File: src/design/umsp_regs.svh
`ifndef UMSP_REGS_SVH
`define UMSP_REGS_SVH
// APB byte offsets
`define UMSP_MCR_OFS 12'h000
`define UMSP_FCR_OFS 12'h004
`define UMSP_EFR_OFS 12'h008
`define UMSP_EMS_OFS 12'h00C
`define UMSP_IER_OFS 12'h010
`define UMSP_MSR_OFS 12'h014
`define UMSP_TXD_OFS 12'h018
`define UMSP_RXD_OFS 12'h01C
`define UMSP_DIV_OFS 12'h020
`define UMSP_STS_OFS 12'h024
// Modem control bits
`define UMSP_MCR_DTR 0
`define UMSP_MCR_RTS 1
`define UMSP_MCR_OUT2 3
`define UMSP_MCR_IR 6
// Feature control bits
`define UMSP_FCR_RXINV 2
`define UMSP_FCR_DIR 3
// Enhanced feature bits
`define UMSP_EFR_ARTS 6
`define UMSP_EFR_ACTS 7
// Extended mode select: direction polarity
`define UMSP_EMS_DPOL 3
// Interrupt enable: CTS change
`define UMSP_IER_CTS 7
// Modem status bits
`define UMSP_MSR_DCTS 0
`define UMSP_MSR_CTS 4
`define UMSP_MSR_DSR 5
`define UMSP_MSR_RI 6
`define UMSP_MSR_CD 7
// Divisor reset value and fixed constants
`define UMSP_DIV_RST 16'h0036
`define UMSP_OVS 4'hF
`define UMSP_OVS_HALF 4'h7
`define UMSP_IR_PULSE 4'h5
`define UMSP_FIFO_HI 5'h0E
`define UMSP_FIFO_LO 5'h08
`endif

File: src/design/umsp_pkg.sv
package umsp_pkg;
  // APB request bundle
  typedef struct packed {
    logic psel;
    logic penable;
    logic pwrite;
    logic [11:0] paddr;
    logic [31:0] pwdata;
  } umsp_apb_req_t;
  // APB answer bundle
  typedef struct packed {
    logic pready;
    logic pslverr;
    logic [31:0] prdata;
  } umsp_apb_rsp_t;
  typedef enum logic [1:0] {UMSP_IDLE, UMSP_START, UMSP_DATA, UMSP_STOP} umsp_ser_t;
endpackage : umsp_pkg

File: src/design/umsp_fifo.sv
`timescale 1ns/1ns
module umsp_fifo #(
  parameter int WIDTH = 8,
  parameter int DEPTH = 16,
  parameter int AW = $clog2(DEPTH)
) (
  // Clock and reset
  input wire logic clk_i,
  input wire logic sys_rst_i,
  // Fill side
  input wire logic in_valid_i,
  output logic in_ready_o,
  input wire logic [WIDTH-1:0] in_data_i,
  // Drain side
  output logic out_valid_o,
  input wire logic out_ready_i,
  output logic [WIDTH-1:0] out_data_o,
  // Fill level
  output logic [AW:0] level_o
);
  logic [WIDTH-1:0] mem_reg [DEPTH];
  logic [AW-1:0] wr_reg;
  logic [AW-1:0] rd_reg;
  logic [AW:0] cnt_reg;
  wire push = in_valid_i && in_ready_o;
  wire pop = out_valid_o && out_ready_i;
  // Honest full and empty flags
  assign in_ready_o = (cnt_reg != (AW + 1)'(DEPTH));
  assign out_valid_o = (cnt_reg != '0);
  assign out_data_o = mem_reg[rd_reg];
  assign level_o = cnt_reg;
  // Storage
  always_ff @(posedge clk_i)
  begin
    if (push)
      mem_reg[wr_reg] <= in_data_i;
  end
  // Pointers wrap at DEPTH
  always_ff @(posedge clk_i)
  begin
    if (sys_rst_i)
    begin
      wr_reg <= '0;
      rd_reg <= '0;
      cnt_reg <= '0;
    end
    else
    begin
      if (push)
        wr_reg <= (wr_reg == AW'(DEPTH - 1)) ? '0 : wr_reg + 1'b1;
      if (pop)
        rd_reg <= (rd_reg == AW'(DEPTH - 1)) ? '0 : rd_reg + 1'b1;
      cnt_reg <= cnt_reg + (AW + 1)'(push) - (AW + 1)'(pop);
    end
  end
endmodule : umsp_fifo

File: src/design/umsp_top.sv
// The placing of the registers and the APB interface to the registers were left to the implementer.
`timescale 1ns/1ns
`include "umsp_regs.svh"
module umsp_top #(
  parameter int FIFO_DEPTH = 16,
  parameter logic [15:0] DIV_RST = `UMSP_DIV_RST
) (
  // Clock and reset
  input wire logic clk_i,
  input wire logic sys_rst_i,
  // APB slave
  input wire umsp_pkg::umsp_apb_req_t apb_req_i,
  output umsp_pkg::umsp_apb_rsp_t apb_rsp_o,
  // Serial pins, channel A
  output logic serial_out_a_o,
  input wire logic serial_in_a_i,
  // Modem pins, channel A
  output logic request_to_send_a_n_o,
  input wire logic clear_to_send_a_n_i,
  output logic terminal_ready_a_n_o,
  input wire logic set_ready_a_n_i,
  input wire logic carrier_detect_a_n_i,
  input wire logic ring_indicator_a_n_i,
  output logic output_port2_a_n_o,
  // Interrupt pin as level plus enable
  output logic irq_out_a_o,
  output logic irq_out_a_oe_o,
  // Channel B receive status
  input wire logic rx_b_avail_i,
  output logic rx_ready_b_n_o
);
  import umsp_pkg::*;

  // ----------------------------------------------------------------
  // Registers
  // ----------------------------------------------------------------
  logic [7:0] modem_control_reg;
  logic [7:0] feature_control_reg;
  logic [7:0] enhanced_feature_reg;
  logic [7:0] extended_mode_select_reg;
  logic [7:0] interrupt_enable_reg;
  logic dcts_reg;
  logic [15:0] div_reg;
  logic [31:0] prdata_reg;
  logic pready_reg;
  logic pslverr_reg;

  // ----------------------------------------------------------------
  // Pin synchronisers (three stages, change taken when 2 and 3 agree)
  // ----------------------------------------------------------------
  localparam int NSYNC = 5;
  logic [NSYNC-1:0] pin_raw;
  logic [NSYNC-1:0] s1_reg;
  logic [NSYNC-1:0] s2_reg;
  logic [NSYNC-1:0] s3_reg;
  logic [NSYNC-1:0] pin_reg;
  assign pin_raw = {ring_indicator_a_n_i, carrier_detect_a_n_i, set_ready_a_n_i,
    clear_to_send_a_n_i, serial_in_a_i};
  genvar gi;
  generate
    for (gi = 0; gi < NSYNC; gi++)
    begin : g_sync
      // Idle-high reset avoids a false start after reset
      always_ff @(posedge clk_i)
      begin
        if (sys_rst_i)
        begin
          s1_reg[gi] <= 1'b1;
          s2_reg[gi] <= 1'b1;
          s3_reg[gi] <= 1'b1;
          pin_reg[gi] <= 1'b1;
        end
        else
        begin
          s1_reg[gi] <= pin_raw[gi];
          s2_reg[gi] <= s1_reg[gi];
          s3_reg[gi] <= s2_reg[gi];
          if (s2_reg[gi] == s3_reg[gi])
            pin_reg[gi] <= s3_reg[gi];
        end
      end
    end
  endgenerate
  wire rx_pin = pin_reg[0];
  wire cts_n = pin_reg[1];

  // ----------------------------------------------------------------
  // APB decode
  // ----------------------------------------------------------------
  wire apb_setup = apb_req_i.psel && !apb_req_i.penable;
  wire apb_acc = apb_req_i.psel && apb_req_i.penable && pready_reg;
  wire apb_wr = apb_acc && apb_req_i.pwrite;
  wire apb_rd = apb_acc && !apb_req_i.pwrite;
  wire [11:0] a = apb_req_i.paddr;
  wire hit_mcr = (a == `UMSP_MCR_OFS);
  wire hit_fcr = (a == `UMSP_FCR_OFS);
  wire hit_efr = (a == `UMSP_EFR_OFS);
  wire hit_ems = (a == `UMSP_EMS_OFS);
  wire hit_ier = (a == `UMSP_IER_OFS);
  wire hit_msr = (a == `UMSP_MSR_OFS);
  wire hit_txd = (a == `UMSP_TXD_OFS);
  wire hit_rxd = (a == `UMSP_RXD_OFS);
  wire hit_div = (a == `UMSP_DIV_OFS);
  wire hit_sts = (a == `UMSP_STS_OFS);
  wire hit_any = hit_mcr | hit_fcr | hit_efr | hit_ems | hit_ier | hit_msr | hit_txd
    | hit_rxd | hit_div | hit_sts;

  // ----------------------------------------------------------------
  // Modem status
  // ----------------------------------------------------------------
  logic cts_q_reg;
  wire cts_edge = (cts_q_reg != cts_n);
  wire [7:0] msr_val = {~pin_reg[3], ~pin_reg[4], ~pin_reg[2], ~cts_n, 3'h0, dcts_reg};
  // change flag, set wins over the read clear
  wire dcts_next = cts_edge ? 1'b1 : ((apb_rd && hit_msr) ? 1'b0 : dcts_reg);

  // ----------------------------------------------------------------
  // FIFOs, transmit and receive
  // ----------------------------------------------------------------
  logic tx_in_rdy;
  logic tx_out_vld;
  logic [7:0] tx_out_dat;
  logic tx_take;
  logic rx_in_vld;
  logic [7:0] rx_in_dat;
  logic rx_in_rdy;
  logic rx_out_vld;
  logic [7:0] rx_out_dat;
  logic [$clog2(FIFO_DEPTH):0] rx_lvl;
  wire tx_push = apb_wr && hit_txd && tx_in_rdy;
  wire rx_pop = apb_rd && hit_rxd;

  umsp_fifo #(.WIDTH(8), .DEPTH(FIFO_DEPTH)) u_tx_fifo (
    .clk_i(clk_i),
    .sys_rst_i(sys_rst_i),
    .in_valid_i(tx_push),
    .in_ready_o(tx_in_rdy),
    .in_data_i(apb_req_i.pwdata[7:0]),
    .out_valid_o(tx_out_vld),
    .out_ready_i(tx_take),
    .out_data_o(tx_out_dat),
    .level_o()
  );

  umsp_fifo #(.WIDTH(8), .DEPTH(FIFO_DEPTH)) u_rx_fifo (
    .clk_i(clk_i),
    .sys_rst_i(sys_rst_i),
    .in_valid_i(rx_in_vld),
    .in_ready_o(rx_in_rdy),
    .in_data_i(rx_in_dat),
    .out_valid_o(rx_out_vld),
    .out_ready_i(rx_pop),
    .out_data_o(rx_out_dat),
    .level_o(rx_lvl)
  );

  // ----------------------------------------------------------------
  // Oversample tick divider (16 ticks per bit)
  // ----------------------------------------------------------------
  logic [15:0] tick_cnt_reg;
  wire tick = (tick_cnt_reg == 16'h0000);
  always_ff @(posedge clk_i)
  begin
    if (sys_rst_i || tick)
      tick_cnt_reg <= div_reg;
    else
      tick_cnt_reg <= tick_cnt_reg - 16'h0001;
  end

  // ----------------------------------------------------------------
  // Transmitter
  // ----------------------------------------------------------------
  umsp_ser_t tx_st_reg;
  logic [3:0] tx_ph_reg;
  logic [2:0] tx_bit_reg;
  logic [7:0] tx_sh_reg;
  wire ir_mode = modem_control_reg[`UMSP_MCR_IR];
  // automatic flow control holds off new characters while CTS is high
  wire cts_block = enhanced_feature_reg[`UMSP_EFR_ACTS] && cts_n;
  assign tx_take = (tx_st_reg == UMSP_IDLE) && tx_out_vld && !cts_block && tick;
  wire tx_bit_end = tick && (tx_ph_reg == `UMSP_OVS);
  always_ff @(posedge clk_i)
  begin
    if (sys_rst_i)
    begin
      tx_st_reg <= UMSP_IDLE;
      tx_ph_reg <= 4'h0;
      tx_bit_reg <= 3'h0;
      tx_sh_reg <= 8'h00;
    end
    else
    begin
      if (tick && tx_st_reg != UMSP_IDLE)
        tx_ph_reg <= tx_ph_reg + 4'h1;
      unique case (tx_st_reg)
        UMSP_IDLE:
          if (tx_take)
          begin
            tx_sh_reg <= tx_out_dat;
            tx_ph_reg <= 4'h0;
            tx_st_reg <= UMSP_START;
          end
        UMSP_START:
          if (tx_bit_end)
            tx_st_reg <= UMSP_DATA;
        UMSP_DATA:
          if (tx_bit_end)
          begin
            tx_sh_reg <= {1'b0, tx_sh_reg[7:1]};
            tx_bit_reg <= tx_bit_reg + 3'h1;
            if (tx_bit_reg == 3'h7)
              tx_st_reg <= UMSP_STOP;
          end
        UMSP_STOP:
          if (tx_bit_end)
            tx_st_reg <= UMSP_IDLE;
      endcase
    end
  end
  // Raw line level, high when idle
  logic tx_lvl;
  always_comb
  begin
    unique case (tx_st_reg)
      UMSP_START: tx_lvl = 1'b0;
      UMSP_DATA: tx_lvl = tx_sh_reg[0];
      default: tx_lvl = 1'b1;
    endcase
  end
  // infrared: a short high pulse for each zero bit, else low
  wire ir_tx = !tx_lvl && (tx_ph_reg < `UMSP_IR_PULSE);
  // standard mode passes the line level, idle high
  wire tx_pin_next = ir_mode ? ir_tx : tx_lvl;
  wire tx_busy = (tx_st_reg != UMSP_IDLE) || tx_out_vld;

  // ----------------------------------------------------------------
  // Receiver
  // ----------------------------------------------------------------
  // optional inversion ahead of the infrared decoder
  wire ir_in = rx_pin ^ feature_control_reg[`UMSP_FCR_RXINV];
  logic ir_hold_reg;
  // decoder stretches a high pulse into one low bit time
  wire rx_line = ir_mode ? !(ir_in || ir_hold_reg) : rx_pin;
  umsp_ser_t rx_st_reg;
  logic [3:0] rx_ph_reg;
  logic [3:0] ir_cnt_reg;
  logic [2:0] rx_bit_reg;
  logic [7:0] rx_sh_reg;
  logic rx_vld_reg;
  assign rx_in_vld = rx_vld_reg;
  assign rx_in_dat = rx_sh_reg;
  always_ff @(posedge clk_i)
  begin
    if (sys_rst_i)
    begin
      ir_hold_reg <= 1'b0;
      ir_cnt_reg <= 4'h0;
    end
    else if (ir_in)
    begin
      ir_hold_reg <= 1'b1;
      ir_cnt_reg <= 4'h0;
    end
    else if (tick && ir_hold_reg)
    begin
      ir_cnt_reg <= ir_cnt_reg + 4'h1;
      if (ir_cnt_reg == `UMSP_OVS)
        ir_hold_reg <= 1'b0;
    end
  end
  // Sample mid-bit; a full FIFO drops the byte
  always_ff @(posedge clk_i)
  begin
    if (sys_rst_i)
    begin
      rx_st_reg <= UMSP_IDLE;
      rx_ph_reg <= 4'h0;
      rx_bit_reg <= 3'h0;
      rx_sh_reg <= 8'h00;
      rx_vld_reg <= 1'b0;
    end
    else
    begin
      rx_vld_reg <= 1'b0;
      if (tick)
      begin
        rx_ph_reg <= rx_ph_reg + 4'h1;
        unique case (rx_st_reg)
          UMSP_IDLE:
          begin
            rx_ph_reg <= 4'h0;
            if (!rx_line)
              rx_st_reg <= UMSP_START;
          end
          UMSP_START:
            if (rx_ph_reg == `UMSP_OVS_HALF)
            begin
              rx_ph_reg <= 4'h0;
              rx_st_reg <= rx_line ? UMSP_IDLE : UMSP_DATA;
            end
          UMSP_DATA:
            if (rx_ph_reg == `UMSP_OVS)
            begin
              rx_sh_reg <= {rx_line, rx_sh_reg[7:1]};
              rx_bit_reg <= rx_bit_reg + 3'h1;
              if (rx_bit_reg == 3'h7)
                rx_st_reg <= UMSP_STOP;
            end
          UMSP_STOP:
            if (rx_ph_reg == `UMSP_OVS)
            begin
              rx_vld_reg <= rx_line && rx_in_rdy;
              rx_st_reg <= UMSP_IDLE;
            end
        endcase
      end
    end
  end

  // ----------------------------------------------------------------
  // Modem output selection
  // ----------------------------------------------------------------
  logic arts_hold_reg;
  wire [4:0] rx_lvl5 = 5'(rx_lvl);
  // hysteresis on the receive FIFO level for automatic RTS
  wire arts_next = (rx_lvl5 >= `UMSP_FIFO_HI) ? 1'b1 :
    ((rx_lvl5 <= `UMSP_FIFO_LO) ? 1'b0 : arts_hold_reg);
  wire dir_pol = extended_mode_select_reg[`UMSP_EMS_DPOL];
  wire rts_sw = modem_control_reg[`UMSP_MCR_RTS];
  // direction mode: active while sending, polarity selectable
  wire rts_dir_n = tx_busy ^ dir_pol;
  // software level unless an automatic function owns it
  wire rts_n_next = feature_control_reg[`UMSP_FCR_DIR] ? rts_dir_n :
    (enhanced_feature_reg[`UMSP_EFR_ARTS] ? (!rts_sw || arts_hold_reg) : !rts_sw);
  // terminal ready follows its bit inverted
  wire dtr_n_next = !modem_control_reg[`UMSP_MCR_DTR];
  wire out2 = modem_control_reg[`UMSP_MCR_OUT2];
  // Interrupt source: a CTS change when enabled, or receive data ready
  wire irq_src = (interrupt_enable_reg[`UMSP_IER_CTS] && dcts_reg) || rx_out_vld;

  // ----------------------------------------------------------------
  // Read mux
  // ----------------------------------------------------------------
  wire [31:0] rd_mux =
    hit_mcr ? {24'h0, modem_control_reg} :
    hit_fcr ? {24'h0, feature_control_reg} :
    hit_efr ? {24'h0, enhanced_feature_reg} :
    hit_ems ? {24'h0, extended_mode_select_reg} :
    hit_ier ? {24'h0, interrupt_enable_reg} :
    hit_msr ? {24'h0, msr_val} :
    hit_rxd ? {24'h0, rx_out_dat} :
    hit_div ? {16'h0, div_reg} :
    hit_sts ? {29'h0, tx_busy, !tx_in_rdy, rx_out_vld} : 32'h0;

  // ----------------------------------------------------------------
  // Register writes and bus answer (no wait state)
  // ----------------------------------------------------------------
  // Bus answer straight from its registers
  assign apb_rsp_o = '{pready: pready_reg, pslverr: pslverr_reg, prdata: prdata_reg};
  always_ff @(posedge clk_i)
  begin
    if (sys_rst_i)
    begin
      modem_control_reg <= 8'h00;
      feature_control_reg <= 8'h00;
      enhanced_feature_reg <= 8'h00;
      extended_mode_select_reg <= 8'h00;
      interrupt_enable_reg <= 8'h00;
      div_reg <= DIV_RST;
      pready_reg <= 1'b0;
      pslverr_reg <= 1'b0;
      prdata_reg <= 32'h0;
    end
    else
    begin
      pready_reg <= apb_setup;
      pslverr_reg <= apb_setup && !hit_any;
      if (apb_setup)
        prdata_reg <= apb_req_i.pwrite ? 32'h0 : rd_mux;
      if (apb_wr && hit_mcr)
        modem_control_reg <= apb_req_i.pwdata[7:0];
      if (apb_wr && hit_fcr)
        feature_control_reg <= apb_req_i.pwdata[7:0];
      if (apb_wr && hit_efr)
        enhanced_feature_reg <= apb_req_i.pwdata[7:0];
      if (apb_wr && hit_ems)
        extended_mode_select_reg <= apb_req_i.pwdata[7:0];
      if (apb_wr && hit_ier)
        interrupt_enable_reg <= apb_req_i.pwdata[7:0];
      if (apb_wr && hit_div)
        div_reg <= apb_req_i.pwdata[15:0];
    end
  end

  // ----------------------------------------------------------------
  // Pin registers
  // ----------------------------------------------------------------
  always_ff @(posedge clk_i)
  begin
    if (sys_rst_i)
    begin
      // Every modem output idles inactive (high) in reset
      serial_out_a_o <= 1'b1;
      request_to_send_a_n_o <= 1'b1;
      terminal_ready_a_n_o <= 1'b1;
      output_port2_a_n_o <= 1'b1;
      irq_out_a_o <= 1'b0;
      irq_out_a_oe_o <= 1'b0;
      rx_ready_b_n_o <= 1'b1;
      dcts_reg <= 1'b0;
      cts_q_reg <= 1'b1;
      arts_hold_reg <= 1'b0;
    end
    else
    begin
      serial_out_a_o <= tx_pin_next;
      request_to_send_a_n_o <= rts_n_next;
      terminal_ready_a_n_o <= dtr_n_next;
      // one bit drives both the interrupt enable and port 2
      output_port2_a_n_o <= !out2;
      irq_out_a_oe_o <= out2;
      irq_out_a_o <= irq_src;
      // low while channel B reports data
      rx_ready_b_n_o <= !rx_b_avail_i;
      dcts_reg <= dcts_next;
      cts_q_reg <= cts_n;
      arts_hold_reg <= arts_next;
    end
  end
endmodule : umsp_top

File: config.mk
export PLATFORM = sky130hd
export DESIGN_NAME = umsp_top
export DESIGN_NICKNAME = d
export VERILOG_FILES = /design/src/design/umsp_pkg.sv /design/src/design/umsp_fifo.sv /design/src/design/umsp_top.sv
export VERILOG_INCLUDE_DIRS = /design/src /design/src/design
export SDC_FILE = /design/constraint.sdc
export NUM_CORES = 1
export LEC_CHECK = 0
export BUFFER_PORTS_ARGS = -buffer_cell sky130_fd_sc_hd__buf_2
export CORE_UTILIZATION = 30
export CTS_CLUSTER_SIZE = 12
export DETAILED_ROUTE_END_ITERATION = 10
export GPL_TIMING_DRIVEN = 0
export PLACE_DENSITY = 0.57
export RECOVER_POWER = 50
export SLEW_MARGIN = 15
export SYNTH_ARGS = -nofsm -noshare
export SYNTH_HDL_FRONTEND = slang
export SYNTH_SLANG_ARGS = --single-unit
File: constraint.sdc
create_clock -name clk_i -period 7.8 [get_ports clk_i]
set_input_delay 0.39 -clock clk_i [delete_from_list [all_inputs] [get_ports clk_i]]
set_output_delay 0.39 -clock clk_i [all_outputs]
set_load 0.005 [all_outputs]
**Yosys cells after proc, flatten, opt, wreduce, memory -nomap -nowiden**

Memory sizes are Yosys's and may differ from the RTL's. A register that Yosys moved wholly into a read port is not among the register bits.
Cells that the tools add are included.

- Bits of input ports: 55
- Output and inout port bits: 41
- Register bits: 202
- Logic and storage cells: 259
- Bits in writable memories: 256
- Memories kept: 2

Memory list:

| memory | depth | width | rd ports | clocked after memory_dff | wr ports | line | source |
|---|---|---|---|---|---|---|---|
| u_rx_fifo.mem_reg | 16 | 8 | 1 | 1 | 1 | umsp_fifo.sv:21 | `logic [WIDTH-1:0] mem_reg [DEPTH];` |
| u_tx_fifo.mem_reg | 16 | 8 | 1 | 1 | 1 | umsp_fifo.sv:21 |  |

- $lt $le $gt $ge: 3
- Add/sub/neg operators: 14
- Reduce and logical (&&, ||, !) cells: 66
- Multiplexer cells: 56
- Bitwise gates (word level): 18
- Equality and inequality tests: 43

Operator list:

| operator | count |
|---|---|
| 2-to-1 mux 16 bit | 10 |
| equality test 12 x 5 -> 1 bit (second input constant) | 4 |
| 2-to-1 mux 4 bit | 12 |
| logical AND 1 bit | 30 |
| adder 4 x 1 -> 4 bit (second input constant) | 7 |
| equality test 4 bit (second input constant) | 7 |
| equality test 12 x 4 -> 1 bit (second input constant) | 2 |
| equality test 12 x 6 -> 1 bit (second input constant) | 2 |
| 2-to-1 mux 2 bit | 11 |
| != test 2 bit (second input constant) | 9 |
| zero test 16 bit | 1 |
| 2-to-1 mux 8 bit | 2 |
| one-hot mux 2 bit (4 select lines) | 2 |
| one-hot mux 8 bit (2 select lines) | 1 |
| subtractor 16 x 1 -> 16 bit (second input constant) | 1 |
| 2-to-1 mux 1 bit | 15 |
| equality test 12 x 3 -> 1 bit (second input constant) | 1 |
| zero test 12 bit | 1 |
| nonzero test 2 bit | 6 |
| zero test 1 bit | 11 |
| adder 5 x 1 -> 5 bit | 2 |
| != test 5 bit (second input constant) | 2 |
| nonzero test 5 bit | 2 |
| subtractor 5 x 1 -> 5 bit | 2 |
| 25 further kinds | 57 |

**Depth between registers and ports, before layout**

- Depth in word-level cells: 12
- Depth in mapped cells: 14
- Mapped depth without buffers: 13

**Modules after synthesis**

Synthesis repeated with hierarchy kept, for this count alone.

- Cell total of the unflattened synthesis: 1,462
- Area, all modules: 19,029.5 sq um

By module, submodules not included:

| module | cells an instance | area an instance (sq um) | times used | sequential area each (sq um) |
|---|---|---|---|---|
| umsp_fifo | 305 | 5,818.1 | 2 | 4,184.0 |
| umsp_top | 852 | 7,393.3 | 1 | 3,203.1 |

**Least setup slack after synthesis**

No wires, ideal clock.

- Path kind: input to register
- From: input apb_req_i[37] (netlist name)
- To: register u_rx_fifo.cnt_reg[4] (netlist: u_rx_fifo.level_o[4])
- Data arrival time: 2,810 ps
- Required time: 7,668 ps
- Slack: 4,858 ps
- Buffers on the path: 0
- Setup time: 132 ps
- Cell stages on the path: 13
- Path through: or4b_1 nor3_2 nand4_1 or3_1 nand2_1 ha_1 inv_1 fa_1 nor2_1 nor2_1 nor2_1 or3_1 a21oi_1

- Cells in the longest elaborated chain, start to end: 4

RTL lines:

| item | line | source |
|---|---|---|
| start: declaration | umsp_top.sv:12 | `input wire umsp_pkg::umsp_apb_req_t apb_req_i,` |
| equality test 12 x 5 -> 1 bit (no line) | -- |  |
| logical AND 1 bit | umsp_top.sv:131 | `wire rx_pop = apb_rd && hit_rxd;` |
| logical AND 1 bit | umsp_fifo.sv:26 | `wire pop = out_valid_o && out_ready_i;` |
| subtractor 5 x 1 -> 5 bit | umsp_fifo.sv:53 | `cnt_reg <= cnt_reg + (AW + 1)'(push) - (AW + 1)'(pop);` |
| end signal: assignment | umsp_fifo.sv:53 |  |
| end: declaration | umsp_fifo.sv:24 | `logic [AW:0] cnt_reg;` |

No other way between the ends.
A chain may end at the register's enable or synchronous reset.

**Worst setup path after layout**

- From: register tick_cnt_reg[0]
- To: register u_tx_fifo.cnt_reg[4] (netlist: u_tx_fifo.level_o[4])

- Cells in the longest elaborated chain, start to end: 4

RTL lines:

| item | line | source |
|---|---|---|
| start: declaration | umsp_top.sv:160 | `logic [15:0] tick_cnt_reg;` |
| start signal: assignment | umsp_top.sv:165 | `tick_cnt_reg <= div_reg;` |
| start signal: assignment | umsp_top.sv:167 | `tick_cnt_reg <= tick_cnt_reg - 16'h0001;` |
| zero test 16 bit | umsp_top.sv:161 | `wire tick = (tick_cnt_reg == 16'h0000);` |
| logical AND 1 bit | umsp_top.sv:180 | `assign tx_take = (tx_st_reg == UMSP_IDLE) && tx_out_vld && !cts_block && tick;` |
| logical AND 1 bit | umsp_fifo.sv:26 |  |
| subtractor 5 x 1 -> 5 bit | umsp_fifo.sv:53 |  |
| end signal: assignment | umsp_fifo.sv:53 |  |
| end: declaration | umsp_fifo.sv:24 |  |

No other way between the ends.

==> impl_metrics.yaml <==
status:
  status: "complete, but fails checks"
  violations: "capacitance limit, slew limit"
power_and_ir_drop:
  combPwrFrac_pct: 4.4
  power_switching_share_pct: 22.1
  p_leak_uw: 0.00701
  p_int_uw: 3810
  netSwitchingPower_uw: 1080
  ir_worst_vdd_v: 0.000159
  pwr-share-clk_pct: 43.7
  pwr-share-seq_pct: 52.0
  power_density_nw_per_um2: 225
global_route:
  antenna_found_initial: 1
  grt_max_degree: 23
  grt.total_usage_pct: 15.8
  grt-ovfl-total: 0
  grt_pass1_vias: 12424
  grt_pass1_wl_mm: 75.8
clock_network:
  tritoncts: "yes"
  numCtsBuffers: 46
  clk_latency_ps: 590
  path_clk_slew_ps: 60
  htree_levels: 2
  clock-root-buffer: "clkbuf_16"
  cts.sinks: 450
  cts_buffer_depth: 3
yosys:
  synthDistinctLibCells: 73
  synthArstFlopShare_pct: 0
  synth_area_um2: 18800
  synth_edf_count: 256
  synth_seq_cells: 450
  syn_inst: 1461
  yosysWarnings: 0
  synthFlopType: "edfxtp_1"
  synthTopCellsByArea: "edfxtp_1 41%, dfxtp_1 21%, mux4_2 7.8%, mux2i_1 3.9%, nor2_1 3.2%"
  synth_top_cell_by_area: "edfxtp_1"
  syn_area_per_cell_um2: 12.9
  synth_top_cell_area_share_pct: 40.9
  synth_seq_area_share_pct: 61.5
timing:
  setup_violations: 0
  holdWs_ps: 34.5
  hold_viol: 0
  slew_viol_final: 27
  rsz0062_at_grt: "no"
  fin_tns_setup_ps: 0
  fin_crit_sh_pct: 49.3
  slew_headroom_pct: -35.4
  tightest_slew_ps: 2010
  fmax_ghz: 0.260
  fin_skew_ps: 40.4
  min_period_ps: 3840
placement:
  gp_congestion: 0.897
  hpwl_mm: 34.4
  io_buffers: 62
min_path:
  hold_path_class: "primary input to register"
  hp-start: "set_ready_a_n_i"
critical_path:
  critPathLaunch: "tick_cnt_reg[0]"
  cpMaxStageDelayCell: "nor4b_1"
  required_ps: 8210
  cp_slowest_stage_delay_ps: 1070
  worstPathCellList: "inv_1 > ha_1 > nor4b_1 > nor4b_1 > nand2_1 > xnor2_1 > ha_1 > fa_1 > a21oi_1 > nor2_1 > nor2_1 > xnor2_1 > nor2_1"
  crit_type: "register to register"
  reg2reg_from: "tick_cnt_reg[0]"
  critPathLaunchType: "register"
  rrSetupSlack_ps: 3960
  crit_arrival_ps: 4250
  end_kind: "register"
  crit_top_cell: "nor2_1"
  critical_path.max_fanout: 5
die:
  die_w_um: 252
  start_util_pct: 30.4
  core_area_um2: 61800
  io_pins: 96
  fp.dieArea_um2: 63700
  fp-row-count: 91
  dieHeight_um: 252
cells_and_area:
  diodes: 0
  drive_above_1_share_pct: 14.4
  nNetsFinal: 1692
  syn2layout_area_growth_pct: 15.5
route:
  drc: 0
  drt_iter0_drc: 1059
  drt-wirelength-per-cell_um: 20.3
  wl_mm: 50.2
  ant_nets: 0
  vias: 12280
  dr.pass1.iters: 6
  avgViaCountPerCell: 4.98
job:
  drv_cap: 3
[repair_timing]
| action | CTS | global route |
|---|---|---|
| hold buffers | 5 | 0 |
| endpoints found under the hold margin | 5 | 0 |
| buffers inserted | 0 | 0 |
| resized for setup | 0 | 0 |
[worst max-delay path: cells and delay by family, from the launching register on]
kind,cells,cell delay [ps]
AND/OR/NAND/NOR,6,1910
AO/OA/AOI/OAI,1,160
adder cells (fa/ha/maj),3,810
flip-flops,1,330
XOR/XNOR,2,350
buffers and inverters,1,100
[cells in the final DEF (no fill, tap or decap), drive strengths merged, types with 8 or more instances in the layout]
cell type  netlist  layout
nor4             8       8
nand2          105     105
a21oi           84      84
a31oi           11      11
nand4           11      11
a2111oi          9       9
nand3           28      28
o22ai            8       8
nor2           159     159
nor4b            9       9
inv             33      34
a22oi           14      14
mux2i           74      74
or3              8       8
nor2b           16      16
dfxtp          194     194
nor3            34      34
clkbuf          55     162
xor2            15      15
or2             21      21
mux4            65      65
nand2b          12      12
o21ai           40      40
conb             1      16
edfxtp         256     256
xnor2           20      20
a211oi          18      18
ha              40      40
buf             37      69
[power groups by stage]
stage	clock network [µW]	registers [µW]	logic, µW
after floorplan	0	2590	128
after global placement	0	2590	206
after detailed placement	0	2590	211
after CTS	2180	2540	214
after global routing	2270	2550	234
final	2140	2540	213
[path summary, 6_finish.rpt]
kind,to,depth (start not counted)
max,u_tx_fifo.level_o[4],13
min,s1_reg[2],2
min reg2reg,s2_reg[3],1
max reg2reg,u_tx_fifo.level_o[4],13
[through the flow]
stage | util, % | setup slack, ps | area [µm²] | std cells | power (µW)
3_5_place_dp | 32.8 | 3970 | 20300 | 2379 | 2800
3_3_place_gp | 32.7 | 3980 | 20200 | 2375 | 2800
4_1_cts | 35.3 | 4450 | 21800 | 2467 | 4940
6_report | 35.1 | 3960 | 21700 | 2467 | 4890
2_1_floorplan | - | 4860 | 18900 | 1476 | 2720
5_1_grt | 35.1 | 3570 | 21700 | 2467 | 5050
[Yosys cell counts (all sizes together), types with 3 or more instances]
cell type,n
edfxtp,256
dfxtp,194
nor2,159
nand2,105
a21oi,84
mux2i,74
mux4,65
clkbuf,55
ha,40
o21ai,40
buf,37
nor3,34
inv,33
nand3,28
or2,21
xnor2,20
a211oi,18
nor2b,16
xor2,15
a22oi,14
nand2b,12
a31oi,11
nand4,11
a2111oi,9
nor4b,9
nor4,8
o22ai,8
or3,8
or4,7
and3,6
mux2,6
a221oi,4
and2,4
nor3b,4
o21a,4
a311oi,3
a32o,3
nand3b,3
o211ai,3
or4b,3
[layer usage]
metal | global-route usage [%] | wire length, µm | vias up
met1 | 20.4 | 21500 | 6150
met2 | 26.7 | 24300 | 362
met4 | 5.13 | 1580 | 2
met3 | 2.52 | 2700 | 98
met5 | 0 | 13 | -
li1 | - | - | 5668
[area by class of cell]
cell class / instances / area, µm²
plain buffers: 92 / 429
multi-input cells: 901 / 6730
clock buffers: 73 / 1300
clock inverters: 10 / 138
well taps: 837 / 1050
fillers: 6006 / 40100
repair buffers: 71 / 372
inverters: 33 / 124
flip-flops and latches: 450 / 11600
[kinds of logic after synthesis]
group	Yosys count	synth area share, %
flip-flops	450	61.5
XOR/XNOR	35	1.63
multiplexers	145	12.1
other	1	0.0199
adder cells (fa/ha/maj)	42	2.87
AND/OR/NAND/NOR	442	11.6
AO/OA/AOI/OAI	221	7.32
buffers and inverters	125	2.98
No activity file was read; power rests on OpenSTA's default activity.
